<file path="config.mk">
export PLATFORM = sky130hd
export DESIGN_NAME = aux_ctrl
export DESIGN_NICKNAME = d
export VERILOG_FILES = /design/src/hw/aux_pkg.sv /design/src/hw/aux_ctrl.sv /design/src/hw/aux_sync3.sv
export SDC_FILE = /design/constraint.sdc
export NUM_CORES = 1
export LEC_CHECK = 0
export BUFFER_PORTS_ARGS = -buffer_cell sky130_fd_sc_hd__buf_2
export CORE_ASPECT_RATIO = 0.75
export CORE_MARGIN = 1
export CORE_UTILIZATION = 43
export CTS_CLUSTER_SIZE = 16
export DETAILED_ROUTE_END_ITERATION = 10
export GPL_TIMING_DRIVEN = 0
export PLACE_DENSITY = 0.72
export SETUP_SLACK_MARGIN = 0.15
export SLEW_MARGIN = 20
export SYNTH_ARGS = -nofsm -noshare
export SYNTH_HDL_FRONTEND = slang
export SYNTH_SLANG_ARGS = --single-unit
</file>
<file path="constraint.sdc">
create_clock -name mclk -period 1.5 [get_ports mclk]
set_input_delay 0 -clock mclk [delete_from_list [all_inputs] [get_ports mclk]]
set_output_delay 0 -clock mclk [all_outputs]
set_load 0.005 [all_outputs]
</file>
<file path="src/hw/aux_pkg.sv">
package aux_pkg;
  // register byte offsets
  localparam logic [4:0] OFS_MODE_CTRL = 5'h00; // stand-alone on/off
  localparam logic [4:0] OFS_HARDWARE_CONTROL_REG = 5'h04; // hardware_control_reg
  localparam logic [4:0] OFS_STATE = 5'h08; // live state, read only
  localparam logic [4:0] OFS_IRQ_STAT = 5'h0C; // sticky flags, write one to clear
  localparam logic [4:0] OFS_IRQ_MASK = 5'h10; // interrupt mask
  // mode control fields
  localparam int B_SA_EN = 0; // aux_standalone_enable
  // hardware control fields
  localparam int B_SHARE = 0; // aux_share_enable
  localparam int B_SHARE_STOP = 1; // share_in_stop_enable
  localparam int B_KEEP_ON = 2; // aux_keep_on_low_battery
  localparam int B_VSEL = 3; // aux_voltage_select, 1 = 1.8 V
  // state register fields
  localparam int B_ST_CFG = 0; // two bits, chosen configuration
  localparam int B_ST_ON = 2; // regulator on
  localparam int B_ST_HP = 3; // high-power path
  localparam int B_ST_LP = 4; // low-power path
  localparam int B_ST_BATUV = 5; // battery below threshold
  localparam int B_ST_OC = 6; // overcurrent present now
  // flag fields
  localparam int B_F_OC = 0; // aux_overcurrent_flag
  localparam int B_F_UV = 1; // aux_undervoltage_flag
  localparam int B_F_FAULT = 2; // serial access fault
  localparam int NFLAG = 3; // number of flags
  // reset values
  localparam logic [3:0] RST_HARDWARE_CONTROL_REG = 4'h0; // all control bits clear
  localparam logic [NFLAG-1:0] RST_FLAGS = 3'h0; // no flags
  // axi responses
  localparam logic [1:0] RESP_OKAY = 2'h0; // okay
  localparam logic [1:0] RESP_SLVERR = 2'h2; // unmapped address
  // chosen configuration
  typedef enum logic [1:0] {
    AUX_CFG_NONE = 2'b00,
    AUX_CFG_ALONE = 2'b01,
    AUX_CFG_SHARE = 2'b10
  } aux_cfg_t;
  // device operating mode
  typedef enum logic [2:0] {
    AUX_M_INIT = 3'b000,
    AUX_M_NORMAL = 3'b001,
    AUX_M_STOP = 3'b010,
    AUX_M_SLEEP = 3'b011,
    AUX_M_RESTART = 3'b100,
    AUX_M_FAILSAFE = 3'b101
  } aux_mode_t;
endpackage : aux_pkg

</file>
<file path="src/hw/aux_ctrl.sv">
`timescale 1ns/1ps
// Contract
// select 0 gives 3.3V, 1 gives 1.8V; ignored sharing
// stand-alone enable in Normal locks stand-alone
// share enable chooses sharing; stand-alone bit void
// chosen configuration fixed while powered
// stand-alone locked: on/off ok, changes ignored silently
// sharing locked: change attempts set access fault
// on/off state per mode and configuration
// stop disables sharing unless share-in-stop set
// stop adds high-power path with hysteresis
// normal mode uses high-power path only
// battery undervoltage switches off unless keep-on
// overcurrent limits, flags; clear only after gone
// stand-alone undervoltage sets undervoltage flag
// sharing: no undervoltage, no overcurrent signalling
// host configures right after power-up
// host matches sharing voltage to main regulator
// lock cleared only by power-on reset
module aux_ctrl (
  input wire logic mclk, // 25 MHz system clock
  input wire logic rst_n, // power-on reset, synchronous, active low
  input wire logic soft_rst_n, // device soft reset, same clock, active low
  input wire logic [2:0] dev_mode, // device operating mode, same clock
  input wire logic bat_uv_in, // battery below threshold, asynchronous
  input wire logic shunt_oc_in, // shunt threshold reached, asynchronous
  input wire logic out_uv_in, // regulator output undervoltage, asynchronous
  input wire logic base_hi_in, // base current above rising threshold
  input wire logic base_lo_in, // base current below falling threshold
  input wire logic [4:0] s_axi_awaddr, // write address
  input wire logic s_axi_awvalid, // write address valid
  output logic s_axi_awready, // write address ready
  input wire logic [31:0] s_axi_wdata, // write data
  input wire logic [3:0] s_axi_wstrb, // write strobes
  input wire logic s_axi_wvalid, // write data valid
  output logic s_axi_wready, // write data ready
  output logic [1:0] s_axi_bresp, // write response
  output logic s_axi_bvalid, // write response valid
  input wire logic s_axi_bready, // write response ready
  input wire logic [4:0] s_axi_araddr, // read address
  input wire logic s_axi_arvalid, // read address valid
  output logic s_axi_arready, // read address ready
  output logic [31:0] s_axi_rdata, // read data
  output logic [1:0] s_axi_rresp, // read response
  output logic s_axi_rvalid, // read data valid
  input wire logic s_axi_rready, // read data ready
  output logic aux_reg_on, // regulator enabled
  output logic aux_vsel_1v8, // 1 selects 1.8 V, 0 selects 3.3 V
  output logic aux_hp_en, // high-power regulator path
  output logic aux_lp_en, // low-power regulator path
  output logic aux_share_on, // load sharing active
  output logic aux_limit_en, // shunt current limit armed
  output logic aux_uv_mon_en, // output undervoltage monitor armed
  output logic irq // level interrupt, high while unmasked flag set
);
  // synchronised analog inputs
  logic bat_uv; // battery undervoltage
  logic shunt_oc; // overcurrent present
  logic out_uv; // output undervoltage
  logic base_hi; // above rising threshold
  logic base_lo; // below falling threshold
  aux_pkg::aux_cfg_t cfg_r; // chosen configuration, power-on reset only
  logic sa_en_r; // aux_standalone_enable
  logic [3:0] hardware_control_reg_r; // hardware_control_reg bits
  logic [aux_pkg::NFLAG-1:0] flag_r; // sticky flags
  logic [aux_pkg::NFLAG-1:0] mask_r; // interrupt mask
  logic hp_r; // high-power hysteresis state outside normal mode
  // axi write side
  logic aw_hold_r; // address held
  logic w_hold_r; // data held
  logic [4:0] awaddr_r; // held address
  logic [31:0] wdata_r; // held data
  logic wstrb0_r; // low byte strobe
  logic wr_go; // both halves present, commit
  logic wr_hit; // mapped write address
  logic wr_mode; // write to mode control
  logic wr_hw; // write to hardware control
  logic wr_stat; // write to flag register
  logic wr_mask; // write to mask register
  logic [31:0] rd_val; // read mux value
  logic rd_hit; // mapped read address
  logic ev_fault; // access fault event
  logic [aux_pkg::NFLAG-1:0] ev; // flag set events
  logic [aux_pkg::NFLAG-1:0] clr; // flag clear requests
  logic on_nxt; // regulator on, next
  aux_pkg::aux_mode_t mode; // typed mode

  assign mode = aux_pkg::aux_mode_t'(dev_mode);

  // pin inputs cross into the clock domain
  aux_sync3 #(
    .W(5)
  ) u_sync (
    .mclk(mclk),
    .rst_n(rst_n),
    .din({bat_uv_in, shunt_oc_in, out_uv_in, base_hi_in, base_lo_in}),
    .dout({bat_uv, shunt_oc, out_uv, base_hi, base_lo})
  );

  // write channels taken independently
  assign s_axi_awready = !aw_hold_r && !s_axi_bvalid;
  assign s_axi_wready = !w_hold_r && !s_axi_bvalid;
  assign wr_go = aw_hold_r && w_hold_r && !s_axi_bvalid;
  assign wr_mode = wr_go && wstrb0_r && (awaddr_r == aux_pkg::OFS_MODE_CTRL);
  assign wr_hw = wr_go && wstrb0_r && (awaddr_r == aux_pkg::OFS_HARDWARE_CONTROL_REG);
  assign wr_stat = wr_go && wstrb0_r && (awaddr_r == aux_pkg::OFS_IRQ_STAT);
  assign wr_mask = wr_go && wstrb0_r && (awaddr_r == aux_pkg::OFS_IRQ_MASK);
  assign wr_hit = (awaddr_r == aux_pkg::OFS_MODE_CTRL) || (awaddr_r == aux_pkg::OFS_HARDWARE_CONTROL_REG)
    || (awaddr_r == aux_pkg::OFS_STATE) || (awaddr_r == aux_pkg::OFS_IRQ_STAT)
    || (awaddr_r == aux_pkg::OFS_IRQ_MASK);

  // capture address and data halves
  always_ff @(posedge mclk)
  begin
    if (!rst_n)
    begin
      aw_hold_r <= 1'b0;
      w_hold_r <= 1'b0;
      awaddr_r <= 5'h00;
      wdata_r <= 32'h0000_0000;
      wstrb0_r <= 1'b0;
    end
    else
    begin
      if (s_axi_awvalid && s_axi_awready)
      begin
        aw_hold_r <= 1'b1;
        awaddr_r <= {s_axi_awaddr[4:2], 2'b00};
      end
      else if (wr_go)
        aw_hold_r <= 1'b0;
      if (s_axi_wvalid && s_axi_wready)
      begin
        w_hold_r <= 1'b1;
        wdata_r <= s_axi_wdata;
        wstrb0_r <= s_axi_wstrb[0];
      end
      else if (wr_go)
        w_hold_r <= 1'b0;
    end
  end

  // write response, one cycle after both halves are held
  always_ff @(posedge mclk)
  begin
    if (!rst_n)
    begin
      s_axi_bvalid <= 1'b0;
      s_axi_bresp <= aux_pkg::RESP_OKAY;
    end
    else if (wr_go)
    begin
      s_axi_bvalid <= 1'b1;
      s_axi_bresp <= wr_hit ? aux_pkg::RESP_OKAY : aux_pkg::RESP_SLVERR;
    end
    else if (s_axi_bready)
      s_axi_bvalid <= 1'b0;
  end

  // configuration lock, survives soft reset
  always_ff @(posedge mclk)
  begin
    if (!rst_n)
      cfg_r <= aux_pkg::AUX_CFG_NONE;
    else if (cfg_r == aux_pkg::AUX_CFG_NONE)
    begin
      if (wr_hw && wdata_r[aux_pkg::B_SHARE])
        cfg_r <= aux_pkg::AUX_CFG_SHARE;
      else if (wr_mode && wdata_r[aux_pkg::B_SA_EN] && !hardware_control_reg_r[aux_pkg::B_SHARE]
               && mode == aux_pkg::AUX_M_NORMAL)
        cfg_r <= aux_pkg::AUX_CFG_ALONE;
    end
  end

  // attempts to leave a locked sharing setup are faults
  always_comb
  begin
    ev_fault = 1'b0;
    if (cfg_r == aux_pkg::AUX_CFG_SHARE)
    begin
      if (wr_hw && !wdata_r[aux_pkg::B_SHARE])
        ev_fault = 1'b1;
      if (wr_mode && wdata_r[aux_pkg::B_SA_EN])
        ev_fault = 1'b1;
    end
  end

  // stand-alone on/off, written only in normal mode
  always_ff @(posedge mclk)
  begin
    if (!rst_n || !soft_rst_n)
      sa_en_r <= 1'b0;
    else if (wr_mode && mode == aux_pkg::AUX_M_NORMAL
             && cfg_r != aux_pkg::AUX_CFG_SHARE && !hardware_control_reg_r[aux_pkg::B_SHARE])
      sa_en_r <= wdata_r[aux_pkg::B_SA_EN];
  end

  // hardware control; share bit sticks once sharing is locked
  always_ff @(posedge mclk)
  begin
    if (!rst_n)
      hardware_control_reg_r <= aux_pkg::RST_HARDWARE_CONTROL_REG;
    else if (!soft_rst_n)
    begin
      hardware_control_reg_r <= aux_pkg::RST_HARDWARE_CONTROL_REG;
      hardware_control_reg_r[aux_pkg::B_SHARE] <= (cfg_r == aux_pkg::AUX_CFG_SHARE);
    end
    else if (wr_hw)
    begin
      hardware_control_reg_r[aux_pkg::B_SHARE_STOP] <= wdata_r[aux_pkg::B_SHARE_STOP];
      hardware_control_reg_r[aux_pkg::B_KEEP_ON] <= wdata_r[aux_pkg::B_KEEP_ON];
      hardware_control_reg_r[aux_pkg::B_VSEL] <= wdata_r[aux_pkg::B_VSEL];
      if (cfg_r == aux_pkg::AUX_CFG_NONE)
        hardware_control_reg_r[aux_pkg::B_SHARE] <= wdata_r[aux_pkg::B_SHARE];
      // locked stand-alone: share write dropped without fault R5
    end
  end

  // regulator on/off by mode and configuration
  always_comb
  begin
    on_nxt = 1'b0;
    unique case (cfg_r)
      aux_pkg::AUX_CFG_ALONE:
      begin
        unique case (mode)
          aux_pkg::AUX_M_NORMAL,
          aux_pkg::AUX_M_STOP,
          aux_pkg::AUX_M_SLEEP,
          aux_pkg::AUX_M_RESTART: on_nxt = sa_en_r; // fixed outside normal
          default: on_nxt = 1'b0; // init, fail-safe
        endcase
      end
      aux_pkg::AUX_CFG_SHARE:
      begin
        unique case (mode)
          aux_pkg::AUX_M_NORMAL: on_nxt = 1'b1;
          aux_pkg::AUX_M_STOP: on_nxt = hardware_control_reg_r[aux_pkg::B_SHARE_STOP];
          aux_pkg::AUX_M_RESTART: on_nxt = 1'b1;
          default: on_nxt = 1'b0; // sleep, init, fail-safe
        endcase
      end
      default: on_nxt = 1'b0; // not yet configured
    endcase
    if (bat_uv && !hardware_control_reg_r[aux_pkg::B_KEEP_ON])
      on_nxt = 1'b0;
  end

  // high-power hysteresis on base current outside normal mode
  always_ff @(posedge mclk)
  begin
    if (!rst_n)
      hp_r <= 1'b0;
    else if (mode == aux_pkg::AUX_M_NORMAL)
      hp_r <= 1'b0;
    else if (base_hi)
      hp_r <= 1'b1;
    else if (base_lo)
      hp_r <= 1'b0;
  end

  // regulator drive outputs
  always_ff @(posedge mclk)
  begin
    if (!rst_n)
    begin
      aux_reg_on <= 1'b0;
      aux_vsel_1v8 <= 1'b0;
      aux_hp_en <= 1'b0;
      aux_lp_en <= 1'b0;
      aux_share_on <= 1'b0;
      aux_limit_en <= 1'b0;
      aux_uv_mon_en <= 1'b0;
    end
    else
    begin
      aux_reg_on <= on_nxt;
      aux_vsel_1v8 <= (cfg_r == aux_pkg::AUX_CFG_ALONE) && hardware_control_reg_r[aux_pkg::B_VSEL];
      aux_hp_en <= on_nxt && (mode == aux_pkg::AUX_M_NORMAL || hp_r);
      aux_lp_en <= on_nxt && mode != aux_pkg::AUX_M_NORMAL;
      aux_share_on <= on_nxt && cfg_r == aux_pkg::AUX_CFG_SHARE;
      aux_limit_en <= on_nxt && cfg_r == aux_pkg::AUX_CFG_ALONE;
      aux_uv_mon_en <= on_nxt && cfg_r == aux_pkg::AUX_CFG_ALONE;
    end
  end

  // flag set events and clear requests
  always_comb
  begin
    ev = '0;
    ev[aux_pkg::B_F_OC] = aux_limit_en && shunt_oc;
    ev[aux_pkg::B_F_UV] = aux_uv_mon_en && out_uv;
    ev[aux_pkg::B_F_FAULT] = ev_fault;
    clr = wr_stat ? wdata_r[aux_pkg::NFLAG-1:0] : '0;
    if (shunt_oc)
      clr[aux_pkg::B_F_OC] = 1'b0;
  end

  // sticky flags, set wins over clear
  always_ff @(posedge mclk)
  begin
    if (!rst_n || !soft_rst_n)
      flag_r <= aux_pkg::RST_FLAGS;
    else
      flag_r <= (flag_r & ~clr) | ev;
  end

  // interrupt mask
  always_ff @(posedge mclk)
  begin
    if (!rst_n)
      mask_r <= '0;
    else if (wr_mask)
      mask_r <= wdata_r[aux_pkg::NFLAG-1:0];
  end

  assign irq = |(flag_r & mask_r);

  // read decode
  always_comb
  begin
    rd_val = 32'h0000_0000;
    rd_hit = 1'b1;
    unique case ({s_axi_araddr[4:2], 2'b00})
      aux_pkg::OFS_MODE_CTRL: rd_val[aux_pkg::B_SA_EN] = sa_en_r;
      aux_pkg::OFS_HARDWARE_CONTROL_REG: rd_val[3:0] = hardware_control_reg_r;
      aux_pkg::OFS_STATE:
      begin
        rd_val[aux_pkg::B_ST_CFG +: 2] = cfg_r;
        rd_val[aux_pkg::B_ST_ON] = aux_reg_on;
        rd_val[aux_pkg::B_ST_HP] = aux_hp_en;
        rd_val[aux_pkg::B_ST_LP] = aux_lp_en;
        rd_val[aux_pkg::B_ST_BATUV] = bat_uv;
        rd_val[aux_pkg::B_ST_OC] = shunt_oc;
      end
      aux_pkg::OFS_IRQ_STAT: rd_val[aux_pkg::NFLAG-1:0] = flag_r;
      aux_pkg::OFS_IRQ_MASK: rd_val[aux_pkg::NFLAG-1:0] = mask_r;
      default: rd_hit = 1'b0; // unmapped
    endcase
  end

  assign s_axi_arready = !s_axi_rvalid;

  // read data channel, answer one cycle after address
  always_ff @(posedge mclk)
  begin
    if (!rst_n)
    begin
      s_axi_rvalid <= 1'b0;
      s_axi_rdata <= 32'h0000_0000;
      s_axi_rresp <= aux_pkg::RESP_OKAY;
    end
    else if (s_axi_arvalid && s_axi_arready)
    begin
      s_axi_rvalid <= 1'b1;
      s_axi_rdata <= rd_val;
      s_axi_rresp <= rd_hit ? aux_pkg::RESP_OKAY : aux_pkg::RESP_SLVERR;
    end
    else if (s_axi_rready)
      s_axi_rvalid <= 1'b0;
  end
endmodule : aux_ctrl

</file>
<file path="src/hw/aux_sync3.sv">
`timescale 1ns/1ps
// three-stage input synchroniser; output moves once stages two and three agree
module aux_sync3 #(
  parameter int W = 1
) (
  input wire logic mclk, // system clock
  input wire logic rst_n, // synchronous reset, active low
  input wire logic [W-1:0] din, // asynchronous inputs
  output logic [W-1:0] dout // filtered, synchronous outputs
);
  genvar i;
  generate
    for (i = 0; i < W; i++)
    begin : g_bit
      logic s1_r; // first stage, read only by s2
      logic s2_r; // second stage
      logic s3_r; // third stage
      // shift chain
      always_ff @(posedge mclk)
      begin
        if (!rst_n)
        begin
          s1_r <= 1'b0;
          s2_r <= 1'b0;
          s3_r <= 1'b0;
        end
        else
        begin
          s1_r <= din[i];
          s2_r <= s1_r;
          s3_r <= s2_r;
        end
      end
      // accept a change only when the last two stages agree
      always_ff @(posedge mclk)
      begin
        if (!rst_n)
          dout[i] <= 1'b0;
        else if (s2_r == s3_r)
          dout[i] <= s3_r;
      end
    end
  endgenerate
endmodule : aux_sync3

</file>
Yosys cells after proc, flatten, opt, wreduce, memory -nomap -nowiden --
Cells that the tools add are included.
Cells by class: eq/ne operators 23, multiplexer cells 30, bitwise operators 5, reduce and logical (&&, ||, !) cells 60
Operators with widths (count):
- 1-bit logical AND | 28
- 1-bit 2-to-1 mux | 19
- 3-bit by 2-bit == test with 1-bit output, second input constant | 6
- 2-bit nonzero test | 6
- 3-bit by 1-bit == test with 1-bit output, second input constant | 3
- 3-bit == test, second input constant | 3
- 1-bit logical NOT | 9
- 2-bit 2-to-1 mux | 4
- 2-bit case mux with 4 select lines | 1
- 3-bit AND | 2
- 1-bit logical OR | 6
- 3-bit 2-to-1 mux | 2
- 1-bit case mux with 2 select lines | 3
- 2-bit AND reduction | 3
- 1-bit == test | 5
- 5-bit logical NOT | 1
- 1-bit case mux with 5 select lines | 1
- 5-bit OR reduction | 1
- 2-bit by 1-bit != test with 1-bit output, second input constant | 2
- 2-bit OR reduction | 2
- 4-bit OR reduction | 1
- 3-bit logical NOT | 1
- 3-bit by 1-bit != test with 1-bit output, second input constant | 1
- 3-bit inverter | 1
- other kinds (7) | 7
Storage, ports and cells: flip-flop bits (word level) 63

Longest topological paths before layout --
depth in word-level cells 9, depth in mapped cells 6, mapped depth without buffers 6

By module --
Synthesis repeated with hierarchy kept, for this count alone.
Unflattened totals: cells, all modules 300, area total of the unflattened synthesis 2760.1 um^2
Modules (own cells, without submodules):
- aux_ctrl | instances 1, cells an instance 248, area an instance 2153.3 um^2, seq. area each 820.8 um^2
- aux_sync3 | instances 1, cells an instance 52, area an instance 606.8 um^2, seq. area each 400.4 um^2

Worst setup path before layout --
OpenSTA, ideal clock, no wires.
path kind register to register, from register cfg_r[1], to register aux_hp_en, data arrival time 1.304 ns, required time 1.355 ns, slack 0.051 ns, stages on the path, launching flop included 7, clock period less this slack 1.449 ns, cell sequence dfxtp_1 > inv_1 > ha_1 > nand2_1 > o21ai_0 > a311oi_1 > nor4_1
On the way: word-level cells in the longest chain between the ends 4, elaborated cells between the ends (all ways) 5, classes of those cells eq/ne (2); mux (2); reduce/logical (1)
RTL lines:
- start: declaration | RTL line aux_ctrl.sv:62 | aux_pkg::aux_cfg_t cfg_r;
- start signal: assignment | RTL line aux_ctrl.sv:164 | cfg_r <= aux_pkg::AUX_CFG_NONE;
- start signal: assignment | RTL line aux_ctrl.sv:168 | cfg_r <= aux_pkg::AUX_CFG_SHARE;
- start signal: assignment | RTL line aux_ctrl.sv:171 | cfg_r <= aux_pkg::AUX_CFG_ALONE;
- 2-bit == test or 2-bit by 1-bit == test with 1-bit output (tied branches) | RTL line aux_ctrl.sv:223 | unique case (cfg_r)
- 1-bit case mux with 2 select lines (*) | RTL line aux_ctrl.sv:223
- 1-bit 2-to-1 mux (*) | RTL line aux_ctrl.sv:245 | if (bat_uv && !hardware_control_reg_r[aux_pkg::B_KEEP_ON])
- 1-bit logical AND (*) | RTL line aux_ctrl.sv:279 | aux_hp_en <= on_nxt && (mode == aux_pkg::AUX_M_NORMAL || hp_r);
- end signal: assignment | RTL line aux_ctrl.sv:279
- end: declaration | RTL line aux_ctrl.sv:49 | output logic aux_hp_en,
Every way passes the cells marked *; elsewhere a longest branch is shown, timed or not. A chain may end at the register's enable or synchronous reset.

Worst setup path after layout --
from register s_axi_bvalid, to register hardware_control_reg_r[0]
On the way: word-level cells in the longest chain between the ends 6
RTL lines:
- start: declaration | RTL line aux_ctrl.sv:38 | output logic s_axi_bvalid,
- start signal: assignment | RTL line aux_ctrl.sv:148 | s_axi_bvalid <= 1'b0;
- start signal: assignment | RTL line aux_ctrl.sv:153 | s_axi_bvalid <= 1'b1;
- start signal: assignment | RTL line aux_ctrl.sv:157 | s_axi_bvalid <= 1'b0;
- 1-bit logical NOT | RTL line aux_ctrl.sv:103 | assign wr_go = aw_hold_r && w_hold_r && !s_axi_bvalid;
- 1-bit logical AND | RTL line aux_ctrl.sv:103
- 1-bit logical AND (2 in a row) | RTL line aux_ctrl.sv:105 | assign wr_hw = wr_go && wstrb0_r && (awaddr_r == aux_pkg::OFS_HARDWARE_CONTROL_REG);
- 2-bit by 1-bit != test with 1-bit output (no line)
- 2-bit AND reduction (no line)
- end signal: assignment | RTL line aux_ctrl.sv:202 | hardware_control_reg_r <= aux_pkg::RST_HARDWARE_CONTROL_REG;
- end signal: assignment | RTL line aux_ctrl.sv:205 | hardware_control_reg_r <= aux_pkg::RST_HARDWARE_CONTROL_REG;
- end signal: indexed assignment | RTL line aux_ctrl.sv:206 | hardware_control_reg_r[aux_pkg::B_SHARE] <= (cfg_r == aux_pkg::AUX_CFG_SHARE);
- end: declaration | RTL line aux_ctrl.sv:64 | logic [3:0] hardware_control_reg_r;
No other way between the ends.

==> results.ini <==
[final_layout]
area.growth.synth_to_final_pct = 37.1
postLayoutCellArea_um2 = 3580
fin_nets = 456
final_cells = 475
drive_above_1_share = 0.331
fill_cells = 507

[cts]
cts.clk_slew.worst_paths_ns = 0.07
cts_buffers = 9
cts_tree = yes
htree_levels = 3
clkSinkCount = 61
root_buffer = clkbuf_8
cts_max_path_buffers = 2
clkLatencyLatePin_ns = 0.34

[logic_synthesis]
synthMostInstantiatedCell = dfxtp_1
synth_flop_cell = dfxtp_1
synth_top_area_cell = dfxtp_1
synthDistinctLibCells = 40
synth_area_per_cell_um2 = 9.13
ys_top_cells_by_area = dfxtp_1 47%, buf_4 8.1%, mux2i_1 6.9%
synth_common_cells = 61 x dfxtp_1, 29 x nor2_1, 28 x buf_4, 19 x a21oi_1
async_reset_ff_frac = 0
ys_warn_count = 0
synth_top_area_frac = 0.468
synth_seq_area_share = 0.468
syn_area_um2 = 2610
synth-edff-count = 0
ys_ff_latch = 61
netlist_instances = 286

[sta]
finalSetupViolations = 0
finClkSkew_ns = 0.00612
tightest_slew_ns = 0.639
relSlewSlack = 0.574
post-route-period-util = 0.909
worst_slack_ns = 0.136
final-max-slew-violation-count = 0
grt_setup_unrepaired = yes
hold_viol_final = 0
max_freq_mhz = 733
fin_crit_ns = 1.36

[power]
peakVddDrop_mv = 0.600
switching_share = 0.252
clock_power_share = 0.409
cellPowerDensity_nw_per_um2 = 983
p_leak_nw = 1.58
power_switching_mw = 0.885
p_int_mw = 2.63
pwr-share-seq = 0.487
p_comb_frac = 0.105

[global_routing]
grt-ovfl-total = 0
grtUsageMet2 = 0.290
grt_pass1_vias = 2047
antenna_found_initial = 1
grt_usage = 0.197
busiest_layer = met2
gr-usage-met3 = 0.0757
grt_pass1_wl_um = 9680
grt_max_degree = 13
met1_usage = 0.268

[placement]
post-dp-hpwl_um = 4220
dp_cells = 435
placed_area_um2 = 3040
post-place-ws_ns = -0.0146
place.gp.congestion = 0.858
port-buffer-count = 45

[worst_hold_path]
hp-class = input port to register

[worst_setup_path]
crit_slowest_cell = dfxtp_2
path_cells = nand3b_4, nor4b_4, buf_6, nand3_2, a31oi_1
critPathCaptureType = register
crit_arrival_ns = 1.63
crit_path_max_incr_delay_ns = 0.35
cp-start-kind = register
required_ns = 1.77
critPathKind = register to register
crit_path_max_fanout = 7

[floorplan]
core_area_um2 = 5830
start_util = 0.448
die_h_um = 69.5
fp-row-count = 24
ios = 111
dieArea_um2 = 6390
die_x_um = 92.0

[run]
cap_violations = 0

[drt]
avgViaCountPerCell = 4.74
routed_wirelength_um = 6100
post_drt_wl_per_cell_um = 12.8
drt_iter0_drc = 62
drcViolationCount = 0
antenna_left = 0
first_pass_iters = 4
dr_total_vias = 2253

[status]
status = completed

## repair_timing
action	CTS	global route
gates resized for setup	9	29
hold buffers	16	0
pin swaps	4	10
hold endpoints to repair	17	0
endpoints found under the setup margin	16	26
buffers inserted	4	3
## worst max-delay path, delay by kind of cell (launching register included)
family / cells / cell delay [ns]
buffers and inverters: 1 / 0.17
DFF: 1 / 0.35
AOI/OAI and AO/OA: 1 / 0.20
and+or+nand+nor: 3 / 0.58
## metrics by stage
step / total power, mW / hold WS [ns] / setup TNS (ns) / utilization
final: 3.52 / 0.0958 / 0 / 0.614
after global routing: 3.69 / 0.107 / 0 / 0.614
after CTS: 3.54 / 0.0159 / 0 / 0.595
after detailed placement: 2.06 / 0.209 / -0.0169 / 0.521
after global placement: 2.05 / 0.205 / 0 / 0.521
after floorplan: 1.96 / 0.101 / 0 / -
## state kept, by name (all words and copies together) (netlist names), 2 cells and up
name,flops
s_axi_rdata,7
u_sync.dout,5
u_sync.g_bit.s1_r,5
u_sync.g_bit.s2_r,5
u_sync.g_bit.s3_r,5
hardware_control_reg_r,4
wdata_r,4
awaddr_r,3
flag_r,3
mask_r,3
cfg_r,2
## path summary, 6_finish.rpt
check / cells after the start / from / slack (ns) / endpoint
max: 5 / s_axi_bvalid / 0.14 / hardware_control_reg_r[0]
min: 3 / dev_mode[1] / 0.1 / hp_r
max reg2reg: 5 / s_axi_bvalid / 0.14 / hardware_control_reg_r[0]
min reg2reg: 1 / u_sync.g_bit[2].s1_r / 0.44 / u_sync.g_bit[2].s2_r
## power groups by stage
| stage | clock (mW) | sequential [mW] | combinational [mW] |
|---|---|---|---|
| 6_report | 1.44 | 1.71 | 0.368 |
| 3_5_place_dp | 0 | 1.74 | 0.311 |
| 5_1_grt | 1.56 | 1.72 | 0.407 |
| 2_1_floorplan | 0 | 1.74 | 0.224 |
| 4_1_cts | 1.48 | 1.71 | 0.351 |
| 3_3_place_gp | 0 | 1.74 | 0.305 |
## cell type report
type / count / area [um^2] / share of cell area
multi-input combinational: 200 / 1290 / 0.360
sequential: 61 / 1240 / 0.347
timing repair buffer: 68 / 445 / 0.124
buffer: 40 / 263 / 0.0734
clock buffer: 9 / 124 / 0.0346
tap: 78 / 97.6 / 0.0273
clock inverter: 7 / 75.1 / 0.0210
inverter: 11 / 43.8 / 0.0122
antenna: 1 / 2.50 / 0.000699
## cells by family after synthesis
| family | after synthesis | synth area share |
|---|---|---|
| flops | 61 | 0.468 |
| other cells | 1 | 0.00144 |
| compound gates | 48 | 0.113 |
| xor+xnor | 1 | 0.00336 |
| mux | 18 | 0.0690 |
| simple gates | 103 | 0.216 |
| buf+inv | 51 | 0.115 |
| fa+ha+maj | 3 | 0.0144 |
## routing by layer
metal,vias up,wire (um)
li1,1134,-
met1,1037,2900
met2,74,2730
met3,8,372
met4,0,92
met5,-,0
## cell usage in the layout, fill, tap and decap left out, drive strengths merged, types with 4 or more instances in the layout
cell / n
nand2: 18
nor2: 29
clkbuf: 18
dlygate4sd3: 16
a311oi: 5
a21oi: 19
nand3: 5
buf: 83
and2: 17
mux2i: 18
nor3: 7
nor4: 4
inv: 12
conb: 27
nand3b: 4
nand2b: 9
dfxtp: 61
o21ai: 13
Note: power is estimated with default switching activity, not from simulation.
